==> src/lai_regs.svh <==
`ifndef LAI_REGS_SVH
`define LAI_REGS_SVH
// Register byte offsets
`define LAI_CFG 8'h00
`define LAI_STAT1 8'h04
`define LAI_STAT2 8'h08
`define LAI_MASK1 8'h0c
`define LAI_MASK2 8'h10
`define LAI_ADDR 8'h14
`define LAI_LIM0 8'h20
// Control configuration fields
`define LAI_POL_BIT 6
`define LAI_DIS_BIT 5
`define LAI_CFG_RST 8'h00
// Status, mask and limit layout
`define LAI_NCH 7
`define LAI_MASK_RST 7'h7f
`define LAI_LIM_HI_LSB 16
`define LAI_LIM_HI_RST 10'h3ff
`define LAI_LIM_LO_RST 10'h000
`define LAI_ADDR_LOCK_BIT 7
// Alert response address and bus answers
`define LAI_ARA 7'h0c
`define LAI_RESP_OK 2'b00
`define LAI_RESP_ERR 2'b10
// Alert response bit counts
`define LAI_BIT_LAST 4'h7
`define LAI_BIT_CNT 4'h8
// Pin idle levels, ordered {scl, sda, addr, mode}
`define LAI_PIN_IDLE 4'hc
`endif

==> src/lai_pkg.sv <==
package lai_pkg;
  // One conversion result from the converter
  typedef struct packed {
    logic valid;
    logic [2:0] chan;
    logic [9:0] value;
  } lai_meas_t;
  // Alert response engine states, Gray along the path
  typedef enum logic [2:0] {
    ST_IDLE = 3'b000,
    ST_ADDR = 3'b001,
    ST_ACK = 3'b011,
    ST_SEND = 3'b010,
    ST_MACK = 3'b110
  } lai_state_t;
endpackage

==> src/lai_top.sv <==
// The implementer's own choices: the address map and the AXI4-Lite interface to the registers.
`timescale 1ns/1ps
`include "lai_regs.svh"
// Operation
// - Polarity bit sets alert active level
// - Alert defaults active low after reset
// - Disable bit one disables alert output
// - Out-of-limit result activates alert
// - Release needs in-range result and a status read or write-one clear
// - Two status registers name the source
// - Alert pin is open drain
// - Two-wire mode makes alert an SMBus alert
// - Answer returns own address, LSB one
// - Lowest address wins, losers stay pending
// - Release after answer only once cleared
// - Address latched on second own-address frame
module lai_top import lai_pkg::*; #(
  parameter int NCH = `LAI_NCH,
  parameter logic [6:0] ADDR_LO = 7'h48,
  parameter logic [6:0] ADDR_HI = 7'h4a
) (
  input wire logic aclk,
  input wire logic aresetn,
  input wire logic [7:0] awaddr,
  input wire logic awvalid,
  output logic awready,
  input wire logic [31:0] wdata,
  input wire logic [3:0] wstrb,
  input wire logic wvalid,
  output logic wready,
  output logic [1:0] bresp,
  output logic bvalid,
  input wire logic bready,
  input wire logic [7:0] araddr,
  input wire logic arvalid,
  output logic arready,
  output logic [31:0] rdata,
  output logic [1:0] rresp,
  output logic rvalid,
  input wire logic rready,
  input wire lai_meas_t meas,
  input wire logic scl_i,
  input wire logic sda_i,
  output logic sda_o,
  output logic sda_oe_n,
  input wire logic addr_pin,
  input wire logic i2c_mode,
  output logic alert_o,
  output logic alert_oe_n,
  output logic irq
);

  logic scl_s, sda_s, addr_s, i2c_s; // Synchronised pins
  logic [7:0] cfg; // Control configuration
  logic [NCH-1:0] stat_hi, stat_lo; // Sticky over/under status
  logic [NCH-1:0] mask_hi, mask_lo; // Alert masks
  logic [NCH-1:0] out_hi, out_lo; // Last result out of range
  logic [NCH-1:0] set_hi; // Over-limit events this cycle
  logic [9:0] lim_hi [NCH]; // Upper limits
  logic [9:0] lim_lo [NCH]; // Lower limits
  logic aw_full, w_full; // Write halves held
  logic [7:0] wr_addr; // Held write address
  logic [31:0] wr_data; // Held write data
  logic [3:0] wr_strb; // Held byte strobes
  logic wr_go; // Write performed this cycle
  logic ar_go; // Read taken this cycle
  logic [31:0] next_rdata; // Read mux
  logic next_rok; // Read address decoded
  logic next_wok; // Write address decoded
  logic rd_s1, rd_s2; // Status reads
  logic w1c_s1, w1c_s2; // Status writes
  logic any_set; // Unmasked status present
  logic respond_en; // May answer alert response
  logic [6:0] own_addr; // Current bus address
  logic addr_locked; // Address latched

  // Pin synchronisers
  lai_sync #(.W(4), .RST(`LAI_PIN_IDLE)) u_sync (
    .aclk(aclk),
    .aresetn(aresetn),
    .d({scl_i, sda_i, addr_pin, i2c_mode}),
    .q({scl_s, sda_s, addr_s, i2c_s})
  );

  // Handshakes
  assign awready = ~aw_full & ~bvalid;
  assign wready = ~w_full & ~bvalid;
  assign arready = ~rvalid;
  assign wr_go = aw_full & w_full & ~bvalid;
  assign ar_go = arvalid & arready;
  assign rd_s1 = ar_go && araddr == `LAI_STAT1;
  assign rd_s2 = ar_go && araddr == `LAI_STAT2;
  assign w1c_s1 = wr_go && wr_addr == `LAI_STAT1 && wr_strb[0];
  assign w1c_s2 = wr_go && wr_addr == `LAI_STAT2 && wr_strb[0];

  // Write halves arrive in either order
  always_ff @(posedge aclk) begin
    if (!aresetn) begin
      aw_full <= 1'b0;
      w_full <= 1'b0;
      wr_addr <= 8'h00;
      wr_data <= 32'h0000_0000;
      wr_strb <= 4'h0;
    end else begin
      if (awvalid && awready) begin
        aw_full <= 1'b1;
        wr_addr <= awaddr;
      end else if (wr_go) begin
        aw_full <= 1'b0;
      end
      if (wvalid && wready) begin
        w_full <= 1'b1;
        wr_data <= wdata;
        wr_strb <= wstrb;
      end else if (wr_go) begin
        w_full <= 1'b0;
      end
    end
  end

  // Write address decode
  always_comb begin
    next_wok = 1'b0;
    case (wr_addr)
      `LAI_CFG, `LAI_STAT1, `LAI_STAT2, `LAI_MASK1, `LAI_MASK2, `LAI_ADDR: begin
        next_wok = 1'b1;
      end
      default: begin
        for (int i = 0; i < NCH; i++) begin
          if (wr_addr == 8'(`LAI_LIM0 + 4 * i)) begin
            next_wok = 1'b1;
          end
        end
      end
    endcase
  end

  // Write response
  always_ff @(posedge aclk) begin
    if (!aresetn) begin
      bvalid <= 1'b0;
      bresp <= `LAI_RESP_OK;
    end else if (wr_go) begin
      bvalid <= 1'b1;
      bresp <= next_wok ? `LAI_RESP_OK : `LAI_RESP_ERR;
    end else if (bready) begin
      bvalid <= 1'b0;
    end
  end

  // Configuration and masks
  always_ff @(posedge aclk) begin
    if (!aresetn) begin
      cfg <= `LAI_CFG_RST;
      mask_hi <= NCH'(`LAI_MASK_RST);
      mask_lo <= NCH'(`LAI_MASK_RST);
    end else if (wr_go && wr_strb[0]) begin
      if (wr_addr == `LAI_CFG) begin
        cfg <= wr_data[7:0];
      end
      if (wr_addr == `LAI_MASK1) begin
        mask_hi <= wr_data[NCH-1:0];
      end
      if (wr_addr == `LAI_MASK2) begin
        mask_lo <= wr_data[NCH-1:0];
      end
    end
  end

  // Per-channel limits, comparison and status
  for (genvar g = 0; g < NCH; g++) begin : g_ch
    localparam logic [7:0] LIM_OFS = 8'(`LAI_LIM0 + 4 * g);
    logic [9:0] lh, ll; // Limit pair
    logic oh, ol; // Condition of last result
    logic sh, sl; // Sticky status
    logic hit, hi_ex, lo_ex, clr_h, clr_l;
    assign hit = meas.valid && meas.chan == 3'(g);
    assign hi_ex = hit && meas.value > lh;
    assign lo_ex = hit && meas.value < ll;
    // Clear only once the last result is back in range
    assign clr_h = (rd_s1 || (w1c_s1 && wr_data[g])) && !oh;
    assign clr_l = (rd_s2 || (w1c_s2 && wr_data[g])) && !ol;
    assign lim_hi[g] = lh;
    assign lim_lo[g] = ll;
    assign out_hi[g] = oh;
    assign out_lo[g] = ol;
    assign stat_hi[g] = sh;
    assign stat_lo[g] = sl;
    assign set_hi[g] = hi_ex;
    // Limit registers
    always_ff @(posedge aclk) begin
      if (!aresetn) begin
        lh <= `LAI_LIM_HI_RST;
        ll <= `LAI_LIM_LO_RST;
      end else if (wr_go && wr_addr == LIM_OFS) begin
        if (&wr_strb[1:0]) begin
          ll <= wr_data[9:0];
        end
        if (&wr_strb[3:2]) begin
          lh <= wr_data[`LAI_LIM_HI_LSB +: 10];
        end
      end
    end
    // Condition of the latest conversion
    always_ff @(posedge aclk) begin
      if (!aresetn) begin
        oh <= 1'b0;
        ol <= 1'b0;
      end else if (hit) begin
        oh <= hi_ex;
        ol <= lo_ex;
      end
    end
    // Status: a new event wins over a clear
    always_ff @(posedge aclk) begin
      if (!aresetn) begin
        sh <= 1'b0;
        sl <= 1'b0;
      end else begin
        sh <= hi_ex | (sh & ~clr_h);
        sl <= lo_ex | (sl & ~clr_l);
      end
    end
  end

  // Read mux
  always_comb begin
    next_rdata = 32'h0000_0000;
    next_rok = 1'b1;
    case (araddr)
      `LAI_CFG: next_rdata = {24'h00_0000, cfg};
      `LAI_STAT1: next_rdata = 32'(stat_hi);
      `LAI_STAT2: next_rdata = 32'(stat_lo);
      `LAI_MASK1: next_rdata = 32'(mask_hi);
      `LAI_MASK2: next_rdata = 32'(mask_lo);
      `LAI_ADDR: next_rdata = 32'({addr_locked, own_addr});
      default: begin
        next_rok = 1'b0;
        for (int i = 0; i < NCH; i++) begin
          if (araddr == 8'(`LAI_LIM0 + 4 * i)) begin
            next_rok = 1'b1;
            next_rdata = {6'h00, lim_hi[i], 6'h00, lim_lo[i]};
          end
        end
      end
    endcase
  end

  // Read response
  always_ff @(posedge aclk) begin
    if (!aresetn) begin
      rvalid <= 1'b0;
      rdata <= 32'h0000_0000;
      rresp <= `LAI_RESP_OK;
    end else if (ar_go) begin
      rvalid <= 1'b1;
      rdata <= next_rdata;
      rresp <= next_rok ? `LAI_RESP_OK : `LAI_RESP_ERR;
    end else if (rready) begin
      rvalid <= 1'b0;
    end
  end

  // Alert source: any unmasked sticky status
  assign any_set = |((stat_hi & mask_hi) | (stat_lo & mask_lo));
  // Two-wire mode turns the alert into an SMBus alert
  assign respond_en = i2c_s & irq & ~cfg[`LAI_DIS_BIT];

  // Interrupt and open-drain alert pin
  always_ff @(posedge aclk) begin
    if (!aresetn) begin
      irq <= 1'b0;
      alert_oe_n <= 1'b1;
    end else begin
      irq <= any_set;
      if (cfg[`LAI_DIS_BIT]) begin
        alert_oe_n <= 1'b1;
      end else if (cfg[`LAI_POL_BIT]) begin
        alert_oe_n <= any_set;
      end else begin
        alert_oe_n <= ~any_set;
      end
    end
  end
  // Open drain: only ever sinks
  assign alert_o = 1'b0;
  assign sda_o = 1'b0;

  // Alert response engine
  lai_ara #(.ADDR_LO(ADDR_LO), .ADDR_HI(ADDR_HI)) u_ara (
    .aclk(aclk),
    .aresetn(aresetn),
    .scl_s(scl_s),
    .sda_s(sda_s),
    .addr_pin_s(addr_s),
    .respond_en(respond_en),
    .sda_oe_n(sda_oe_n),
    .own_addr(own_addr),
    .addr_locked(addr_locked),
    .ara_done()
  );
endmodule

==> src/lai_sync.sv <==
`timescale 1ns/1ps
// Two flip-flop synchroniser for pin levels
module lai_sync #(
  parameter int W = 1,
  parameter logic [W-1:0] RST = '0 // Level held in reset, the pins' idle level
) (
  input wire logic aclk,
  input wire logic aresetn,
  input wire logic [W-1:0] d,
  output logic [W-1:0] q
);
  logic [W-1:0] meta; // First stage, read only by q
  // Two stages
  always_ff @(posedge aclk) begin
    if (!aresetn) begin
      // Start at the idle level so no false edge follows reset
      meta <= RST;
      q <= RST;
    end else begin
      meta <= d;
      q <= meta;
    end
  end
endmodule

==> src/lai_ara.sv <==
`timescale 1ns/1ps
`include "lai_regs.svh"
// Alert response responder and bus address latch
module lai_ara import lai_pkg::*; #(
  parameter logic [6:0] ADDR_LO = 7'h48,
  parameter logic [6:0] ADDR_HI = 7'h4a
) (
  input wire logic aclk,
  input wire logic aresetn,
  input wire logic scl_s,
  input wire logic sda_s,
  input wire logic addr_pin_s,
  input wire logic respond_en,
  output logic sda_oe_n,
  output logic [6:0] own_addr,
  output logic addr_locked,
  output logic ara_done
);

  logic scl_d, sda_d; // Previous samples
  lai_state_t state; // Engine state
  logic [3:0] cnt; // Bit counter
  logic [7:0] shreg; // Received bits
  logic [7:0] tx; // Outgoing byte
  logic ack_ph; // Ack slot entered
  logic drive; // Pull data low
  logic hits; // First own-address seen
  logic [6:0] latched; // Locked address
  logic [6:0] cand; // Address from pin
  logic [7:0] byte_in; // Byte with current bit
  logic scl_rise, scl_fall, start, stop;

  assign scl_rise = scl_s & ~scl_d;
  assign scl_fall = ~scl_s & scl_d;
  assign start = scl_s & scl_d & sda_d & ~sda_s;
  assign stop = scl_s & scl_d & ~sda_d & sda_s;
  assign cand = addr_pin_s ? ADDR_HI : ADDR_LO;
  assign byte_in = {shreg[6:0], sda_s};
  assign own_addr = addr_locked ? latched : cand;
  assign sda_oe_n = ~drive;

  // Edge history
  always_ff @(posedge aclk) begin
    if (!aresetn) begin
      scl_d <= 1'b1;
      sda_d <= 1'b1;
    end else begin
      scl_d <= scl_s;
      sda_d <= sda_s;
    end
  end

  // Bus engine
  always_ff @(posedge aclk) begin
    if (!aresetn) begin
      state <= ST_IDLE;
      cnt <= 4'h0;
      shreg <= 8'h00;
      tx <= 8'h00;
      ack_ph <= 1'b0;
      drive <= 1'b0;
    end else if (start) begin
      state <= ST_ADDR;
      cnt <= 4'h0;
      drive <= 1'b0;
    end else if (stop) begin
      state <= ST_IDLE;
      drive <= 1'b0;
    end else begin
      unique case (state)
        ST_IDLE: begin
          drive <= 1'b0;
        end
        ST_ADDR: begin
          if (scl_rise) begin
            shreg <= byte_in;
            cnt <= 4'(cnt + 4'h1);
            ack_ph <= 1'b0;
            if (cnt == `LAI_BIT_LAST) begin
              // Only the alert response read, and only while alerting
              if (byte_in == {`LAI_ARA, 1'b1} && respond_en) begin
                state <= ST_ACK;
              end else begin
                state <= ST_IDLE;
              end
            end
          end
        end
        ST_ACK: begin
          if (scl_fall) begin
            if (!ack_ph) begin
              drive <= 1'b1;
              ack_ph <= 1'b1;
              tx <= {own_addr, 1'b1};
            end else begin
              drive <= ~tx[7];
              tx <= {tx[6:0], 1'b0};
              cnt <= 4'h0;
              state <= ST_SEND;
            end
          end
        end
        ST_SEND: begin
          if (scl_rise && !drive && !sda_s) begin
            // Lost arbitration: release, alert stays pending
            drive <= 1'b0;
            state <= ST_IDLE;
          end else if (scl_rise) begin
            cnt <= 4'(cnt + 4'h1);
          end else if (scl_fall) begin
            if (cnt == `LAI_BIT_CNT) begin
              drive <= 1'b0;
              state <= ST_MACK;
            end else begin
              drive <= ~tx[7];
              tx <= {tx[6:0], 1'b0};
            end
          end
        end
        ST_MACK: begin
          if (scl_rise) begin
            state <= ST_IDLE;
          end
        end
        default: begin
          state <= ST_IDLE;
          drive <= 1'b0;
        end
      endcase
    end
  end

  // Answer completed pulse
  always_ff @(posedge aclk) begin
    if (!aresetn) begin
      ara_done <= 1'b0;
    end else begin
      ara_done <= (state == ST_MACK) && scl_rise && !start && !stop;
    end
  end

  // Address latch on the eighth clock of the second own-address frame
  always_ff @(posedge aclk) begin
    if (!aresetn) begin
      hits <= 1'b0;
      addr_locked <= 1'b0;
      latched <= 7'h00;
    end else if (!start && !stop && state == ST_ADDR && scl_rise && cnt == `LAI_BIT_LAST &&
                 byte_in[7:1] == cand && !addr_locked) begin
      if (hits) begin
        addr_locked <= 1'b1;
        latched <= cand;
      end else begin
        hits <= 1'b1;
      end
    end
  end
endmodule

==> config.mk <==
export PLATFORM = sky130hd
export DESIGN_NAME = lai_top
export DESIGN_NICKNAME = d
export VERILOG_FILES = /design/src/lai_pkg.sv /design/src/lai_top.sv /design/src/lai_sync.sv /design/src/lai_ara.sv
export VERILOG_INCLUDE_DIRS = /design/src
export SDC_FILE = /design/constraint.sdc
export NUM_CORES = 1
export LEC_CHECK = 0
export ABC_CLOCK_PERIOD_IN_PS = 5700
export BUFFER_PORTS_ARGS = -buffer_cell sky130_fd_sc_hd__buf_2
export CORE_MARGIN = 2
export CORE_UTILIZATION = 55
export CTS_BUF_LIST = sky130_fd_sc_hd__clkbuf_8
export DETAILED_ROUTE_END_ITERATION = 8
export PLACE_DENSITY = 0.84
export SETUP_SLACK_MARGIN = 0.05
export SLEW_MARGIN = 20
export SYNTH_ARGS = -nofsm -noshare
export SYNTH_HDL_FRONTEND = slang
export SYNTH_SLANG_ARGS = --single-unit
==> constraint.sdc <==
create_clock -name aclk -period 5.7 [get_ports aclk]
set_input_delay 0.285 -clock aclk [delete_from_list [all_inputs] [get_ports aclk]]
set_output_delay 0.285 -clock aclk [all_outputs]
set_load 0.01 [all_outputs]
==> results_dict.tcl, run 1 <==
set metrics [dict create \
    drt_pre_antenna_iters 6 \
    route.final.wire_length_mm 51.2 \
    place.detailed.hpwl_mm 36.4 \
    yosys_warnings 0 \
    ant_nets 0 \
    fin_hold_ws_ns 0.0279 \
    skew_ns 0.0317 \
    required_ns 6.15 \
    critical_path_arrival_ns 3.39 \
    num-nets-final 2203 \
    worst_setup_path_end_kind "register" \
    cellLeakagePower_nw 7.30 \
    regArea_um2 5750 \
    power-per-cell-area_nw_per_um2 248 \
    tritoncts_num_sinks 287 \
    drt_drc_violations_left 0 \
    port-buffer-count 94 \
    synth.avg_cell_area_um2 8.29 \
    startpoint_type "primary input" \
    area_growth_pct 11.9 \
    ys_top_cells_by_count "nand2_1 (294), dfxtp_1 (287), inv_1 (159)" \
    asyncSetResetFlopFracSynth_pct 0 \
    fraction_of_layout_cells_with_a_size_suffix_above_1_pct 10.6 \
    total_routing_resource_utilization_after_global_routing_pct 33.0 \
    holdPathStages 3 \
    yosysSeqAreaShare_pct 36.3 \
    overall_die_width_um 174 \
    grt_start_max_net_pins 105 \
    fin_tns_setup_ns 0 \
    maximum_number_of_buffers_from_clock_root_to_sink 3 \
    placed_cells_incl_taps 2287 \
    multi_input_area_um2 8950 \
    routedWlPerCell_um 21.2 \
    cap_viol_max_count 0 \
    setup.worst_path.class "in -> reg" \
    yosys_most_used_dff "dfxtp_1" \
    cts.repair_timing.setup_buffer_count 0 \
    total_design_power_mw 4.40 \
    hp-class "in -> reg" \
    critical_path.top_delay_family "simple AND/OR/NAND/NOR gates" \
    drt-vias-per-instance 6.33 \
    insertion_delay_ns 0.60 \
    critical_path.max_fanout 29 \
    rows 62 \
    route.vias.total 15300 \
    boundaryPins 123 \
    status "completed" \
    timing.critical_path.buf_inv 2 \
    crit_path_top_delay_cell "nor4b_2" \
    grt.overflow.total 0 \
    period_needed_ns 2.94 \
    grt_pass1_vias 14300 \
    netlist.top_cell.by_area "dfxtp_1" \
    tritoncts.num_buffers 48 \
    synth.most_common_cell "nand2_1" \
    relSlewSlack_pct 28.0 \
    netlist_area_um2 15800 \
    synth-seq-cells 287 \
    layout.filler_cells 2399 \
    finish.cell_count_without_fillers 2415 \
    die_height_um 174 \
    report.final.setup_viol 0 \
    synth_top_area_share_pct 36.3 \
    power.ir.vdd_worst_mv 0.182 \
    hold_viol_final 0 \
    post_cts_resize_count 0 \
    crit_path_cell_trace "buf_2 > buf_4 > nor4b_2 > nand3_1 > o211ai_1 > o21bai_1" \
    setup_repair_after_global_routing_missed_its_margin "false" \
    worst-path-stages 6 \
    cpPeakStageDelay_ns 0.92 \
    reg2regPathDepth 4 \
    ys_top_cells_by_area "dfxtp_1 (36%), ha_1 (11%), nand2_1 (7.0%)" \
    floorplan.die_area_um2 30200 \
    report.final.slew_viol_count 0 \
    clock_tree.htree_level_count 2 \
    violation_count_after_the_first_detailed_routing_iteration 2131 \
    period_share_pct 51.5 \
    worst_pin_slew_ns 1.08 \
    clock_tree_from_tritoncts "built" \
    initial_antenna_violation_count 6 \
    synth-edff-count 0 \
    cts.reportedPaths.clkPinSlew_ns 0.06 \
    start_util_pct 55.5 \
    gp_routability_congestion 1.04 \
    ctsRootBufferMaster "clkbuf_8" \
    core_um2 28500 \
    post_cts_hold_buffer_count 38 \
    achievable-frequency_ghz 0.341 \
    yosys.cell_types.count 68 \
    grt_first_pass_wirelength_mm 78.6 \
    synth_cells 1910 \
]
==> cells in the final DEF, fill, tap and decap left out, types with 8 or more instances in the layout <==
cell type	netlist	layout
a21boi_0	8	8
nor2_1	58	57
a21oi_1	109	109
dfxtp_1	287	287
o21ai_0	111	111
inv_1	159	173
nand2b_1	23	23
o221ai_1	11	11
conb_1	1	16
a22oi_1	48	48
nor3_1	20	20
nor2b_1	17	16
o211ai_1	88	88
clkbuf_8	0	64
and3_1	9	9
and2_1	19	18
a211oi_1	12	12
nand2_1	294	293
a21o_1	10	10
buf_4	29	10
mux2_2	13	13
or3_1	13	13
o31ai_1	8	8
ha_1	135	135
o21a_1	14	14
a31oi_1	10	10
o22ai_1	19	19
nand4_1	16	16
nand3_1	89	89
nor4_1	9	8
mux2i_1	88	88
buf_2	22	93
dlygate4sd3_1	0	38
==> path summary, 6_finish.rpt <==
check,endpoint,slack (ns),startpoint
worst min-delay path,rvalid,0.03,arvalid
worst max register to register,g_ch[6].ll[2],3.13,wr_addr[3]
worst max-delay path,rdata[1],2.76,araddr[3]
worst min register to register,u_sync.q[3],0.42,u_sync.meta[3]
==> worst reg2reg max path: cells and delay by family, from the launching register on <==
| family | cells | cell delay, ns |
|---|---|---|
| compound gates | 1 | 0.12 |
| flops | 1 | 0.44 |
| simple gates | 3 | 1.85 |
==> power by group <==
part	total, mW	internal (mW)	switching (mW)
Sequential	2.08	2.04	0.0472
Combinational	0.424	0.142	0.282
Clock	1.89	1.04	0.851
Total	4.40	3.22	1.18
==> kinds of logic (layout without fill, tap and decap cells) <==
family	count (synthesis)	count (layout)	synth area share (%)
AOI/OAI and AO/OA	485	485	19.8
xor gates and xnor gates	2	2	0.111
adders and majority gates	135	135	10.7
buffers and inverters	285	385	7.62
DFF	287	287	36.3
muxes	105	105	7.06
other	1	22	0.0237
and+or+nand+nor	610	610	18.5
==> layer usage <==
layer | vias up | global-route usage, % | wire length, um
li1 | 6933 | - | -
met1 | 7129 | 41.5 | 19600
met2 | 952 | 51.3 | 22300
met3 | 268 | 7.13 | 5650
met4 | 2 | 21.5 | 3600
met5 | - | 0 | 13
==> metrics by stage <==
step                      setup WS (ns)  utilization, %  cell area (um^2)
after global placement             2.49            57.2             16300
after detailed placement           2.46            57.2             16300
after global routing               2.83            62.0             17700
after floorplan                    3.83               -             15900
after CTS                          3.05            62.0             17700
final                              2.76            62.1             17700
==> sequential cells by signal (all words and copies together), names as in the netlist, 8 cells and up <==
name,cells
g_ch.lh,70
g_ch.ll,70
rdata,20
cfg,8
wr_data,20
wr_addr,8
u_ara.tx,8
==> cell type report <==
cell class              instances  area share [%]
multi-input cells            1353            50.5
flip-flops and latches        287            32.4
repair buffers                142            5.26
clock buffers                  64            4.97
inverters                     159            3.37
well taps                     384            2.71
clock inverters                20           0.636
diodes                          6          0.0847
Power figures use the tool's default switching activity.
==> run 2, diff against run 1 <==
--- a/config.mk
+++ b/config.mk
@@ -6,7 +6,7 @@
 export SDC_FILE = /design/constraint.sdc
 export NUM_CORES = 1
 export LEC_CHECK = 0
-export ABC_CLOCK_PERIOD_IN_PS = 5700
+export ABC_CLOCK_PERIOD_IN_PS = 3080
 export BUFFER_PORTS_ARGS = -buffer_cell sky130_fd_sc_hd__buf_2
 export CORE_MARGIN = 2
 export CORE_UTILIZATION = 55
==> constraint.sdc (replaced) <==
create_clock -name aclk -period 3.08 [get_ports aclk]
set_input_delay 0.154 -clock aclk [delete_from_list [all_inputs] [get_ports aclk]]
set_output_delay 0.154 -clock aclk [all_outputs]
set_load 0.01 [all_outputs]
==> run 2 against run 1 <==
Against the previous run:
- first-iteration DRC count is 24% lower
- clock-buffer cell count is 1 lower
- combinational power increased by 94%
- die area unchanged
- routed wire length increased by 3.9%
- critical path type is now reg -> reg
- register-to-register slack lost 2.7 ns
- critical endpoint is now g_ch[6].ll[6]
- final cell count increased by 0.99%
==> results_dict.tcl, run 2 (same netlist as run 1, synthesis figures left out) <==
set metrics [dict create \
    grt_first_pass_wirelength_mm 81.8 \
    most_used_cells_in_the_layout_excluding_fill_and_tap_cells "nand2_1 (293), dfxtp_1 (287), inv_1 (173), ha_1 (135), o21ai_0 (111)" \
    drt-vias-per-instance 6.23 \
    port-buffer-count 94 \
    internal_power_of_the_cells_mw 5.96 \
    floorplan.die_area_um2 30200 \
    period_share_pct 84.8 \
    power.ir.vdd_worst_mv 0.416 \
    clock_tree.htree_level_count 2 \
    clkPwrFrac_pct 42.8 \
    fraction_of_power_spent_switching_nets_pct 27.1 \
    maximum_number_of_buffers_from_clock_root_to_sink 3 \
    clock_tree_from_tritoncts "built" \
    worst_setup_path_end_kind "register" \
    initial_antenna_violation_count 6 \
    reg2regPathDepth 4 \
    place.detailed.hpwl_mm 38.1 \
    hp-class "in -> reg" \
    achievable-frequency_ghz 0.383 \
    relSlewSlack_pct 30.0 \
    crit_path_top_delay_cell "nand4_1" \
    seq_power_share_pct 47.1 \
    cpPeakStageDelay_ns 0.84 \
    critical_path.top_delay_family "simple AND/OR/NAND/NOR gates" \
    die_height_um 174 \
    start_util_pct 55.5 \
    period_needed_ns 2.61 \
    rr_endpoint "g_ch[6].ll[6]" \
    area_growth_pct 13.1 \
    rows 62 \
    mostFrequentLayoutCell "nand2_1" \
    overall_die_width_um 174 \
    design_area_um2 17900 \
    critical_path_arrival_ns 3.05 \
    total_design_power_mw 8.18 \
    critical_path.max_fanout 20 \
    finish.cell_count_without_fillers 2439 \
    drt_drc_violations_left 0 \
    ctsRootBufferMaster "clkbuf_8" \
    timing.critical_path.buf_inv 0 \
    route.final.wire_length_mm 53.2 \
    cellLeakagePower_nw 7.41 \
    grt_start_max_net_pins 140 \
    grt.overflow.total 0 \
    power-per-cell-area_nw_per_um2 457 \
    cap_viol_max_count 0 \
    report.final.setup_viol 0 \
    layout_top_registers "g_ch.lh x70, g_ch.ll x70" \
    core_um2 28500 \
    crit_path_cell_trace "nor4b_1 > nand4_1 > nand3_1 > o21ai_0" \
    required_ns 3.52 \
    setup.worst_path.class "reg -> reg" \
    gp_routability_congestion 0.997 \
    report.final.slew_viol_count 0 \
    tritoncts_num_sinks 287 \
    num-nets-final 2226 \
    status "completed" \
    routedWlPerCell_um 21.8 \
    ant_nets 0 \
    fraction_of_layout_cells_with_a_size_suffix_above_1_pct 11.4 \
    drt_pre_antenna_iters 6 \
    worst_slack_ns 0.468 \
    insertion_delay_ns 0.59 \
    skew_ns 0.0236 \
    violation_count_after_the_first_detailed_routing_iteration 1621 \
    fin_tns_setup_ns 0 \
    cts.reportedPaths.clkPinSlew_ns 0.06 \
    timing.rr.start "wr_addr[3]" \
    total_routing_resource_utilization_after_global_routing_pct 34.5 \
    route.vias.total 15200 \
    placed_cells_incl_taps 2306 \
    post-place-ws_ns 0.652 \
    tritoncts.num_buffers 48 \
    post_dp_cell_area_um2 16500 \
    hold_viol_final 0 \
    power_frac_comb_pct 10.0 \
    worst_pin_slew_ns 1.05 \
    hold_end "g_ch[3].ol" \
    setup_repair_after_global_routing_missed_its_margin "false" \
    grt_pass1_vias 14700 \
    startpoint_type "register" \
    netSwitchingPower_mw 2.22 \
    holdCritStartpoint "meas[13]" \
    r2r_slack_ns 0.47 \
    holdPathStages 4 \
    boundaryPins 123 \
]
==> run 2: area by class of cell <==
type / count / area (um^2)
flip-flops and latches: 287 / 5750
repair buffers: 165 / 1130
clock buffers: 63 / 867
well taps: 384 / 480
inverters: 159 / 597
multi-input cells: 1353 / 8950
fillers: 2472 / 10600
clock inverters: 24 / 134
diodes: 4 / 10.0
==> run 2: how the worst max path moves through the flow <==
stage                          start       endpoint  slack (ns)  cells past startpoint
after global routing      wr_addr[3]  g_ch[6].ll[5]        0.39                      4
after floorplan           wr_addr[1]     mask_lo[0]        1.21                      5
after global placement    wr_addr[3]  g_ch[6].ll[2]        0.74                      4
after CTS                 wr_addr[3]  g_ch[6].ll[6]        0.65                      4
after detailed placement  wr_addr[3]  g_ch[6].ll[6]        0.65                      4
final                     wr_addr[3]  g_ch[6].ll[6]        0.47                      4
==> run 2: routing by layer <==
layer | GRT usage (%) | up-vias | share of wire (%)
li1 | - | 6972 | -
met1 | 44.6 | 7173 | 40
met2 | 53.6 | 851 | 43
met3 | 8.00 | 205 | 11
met4 | 18.7 | 2 | 5.8
met5 | 0 | - | 0.021
==> run 2: repair_timing <==
item | 4_1_cts | 5_1_grt
endpoints found under the hold margin | 62 | 0
gates resized for setup | 0 | 0
buffers inserted | 0 | 0
hold buffers | 42 | 0
==> run 2: stage by stage <==
| step | utilization (%) | hold WS (ns) |
|---|---|---|
| CTS | 62.7 | 0.0328 |
| global route | 62.7 | 0.0647 |
| detailed placement | 57.7 | 0.344 |
| global placement | 57.7 | 0.340 |
| finish | 62.7 | 0.0555 |
| floorplan | - | 0.253 |
==> run 2: worst reg2reg max path, stage by stage (launching register included) <==
cell	delay (ns)
dfxtp_1	0.45
nor4b_1	0.70
nand4_1	0.84
nand3_1	0.36
o21ai_0	0.11
==> run 2: power groups by stage <==
| stage | Sequential, mW | Clock (mW) | Combinational, mW |
|---|---|---|---|
| after floorplan | 3.89 | 0 | 0.482 |
| after global placement | 3.93 | 0 | 0.717 |
| after detailed placement | 3.93 | 0 | 0.740 |
| after CTS | 3.85 | 3.52 | 0.785 |
| after global routing | 3.86 | 3.70 | 0.876 |
| final | 3.85 | 3.50 | 0.821 |
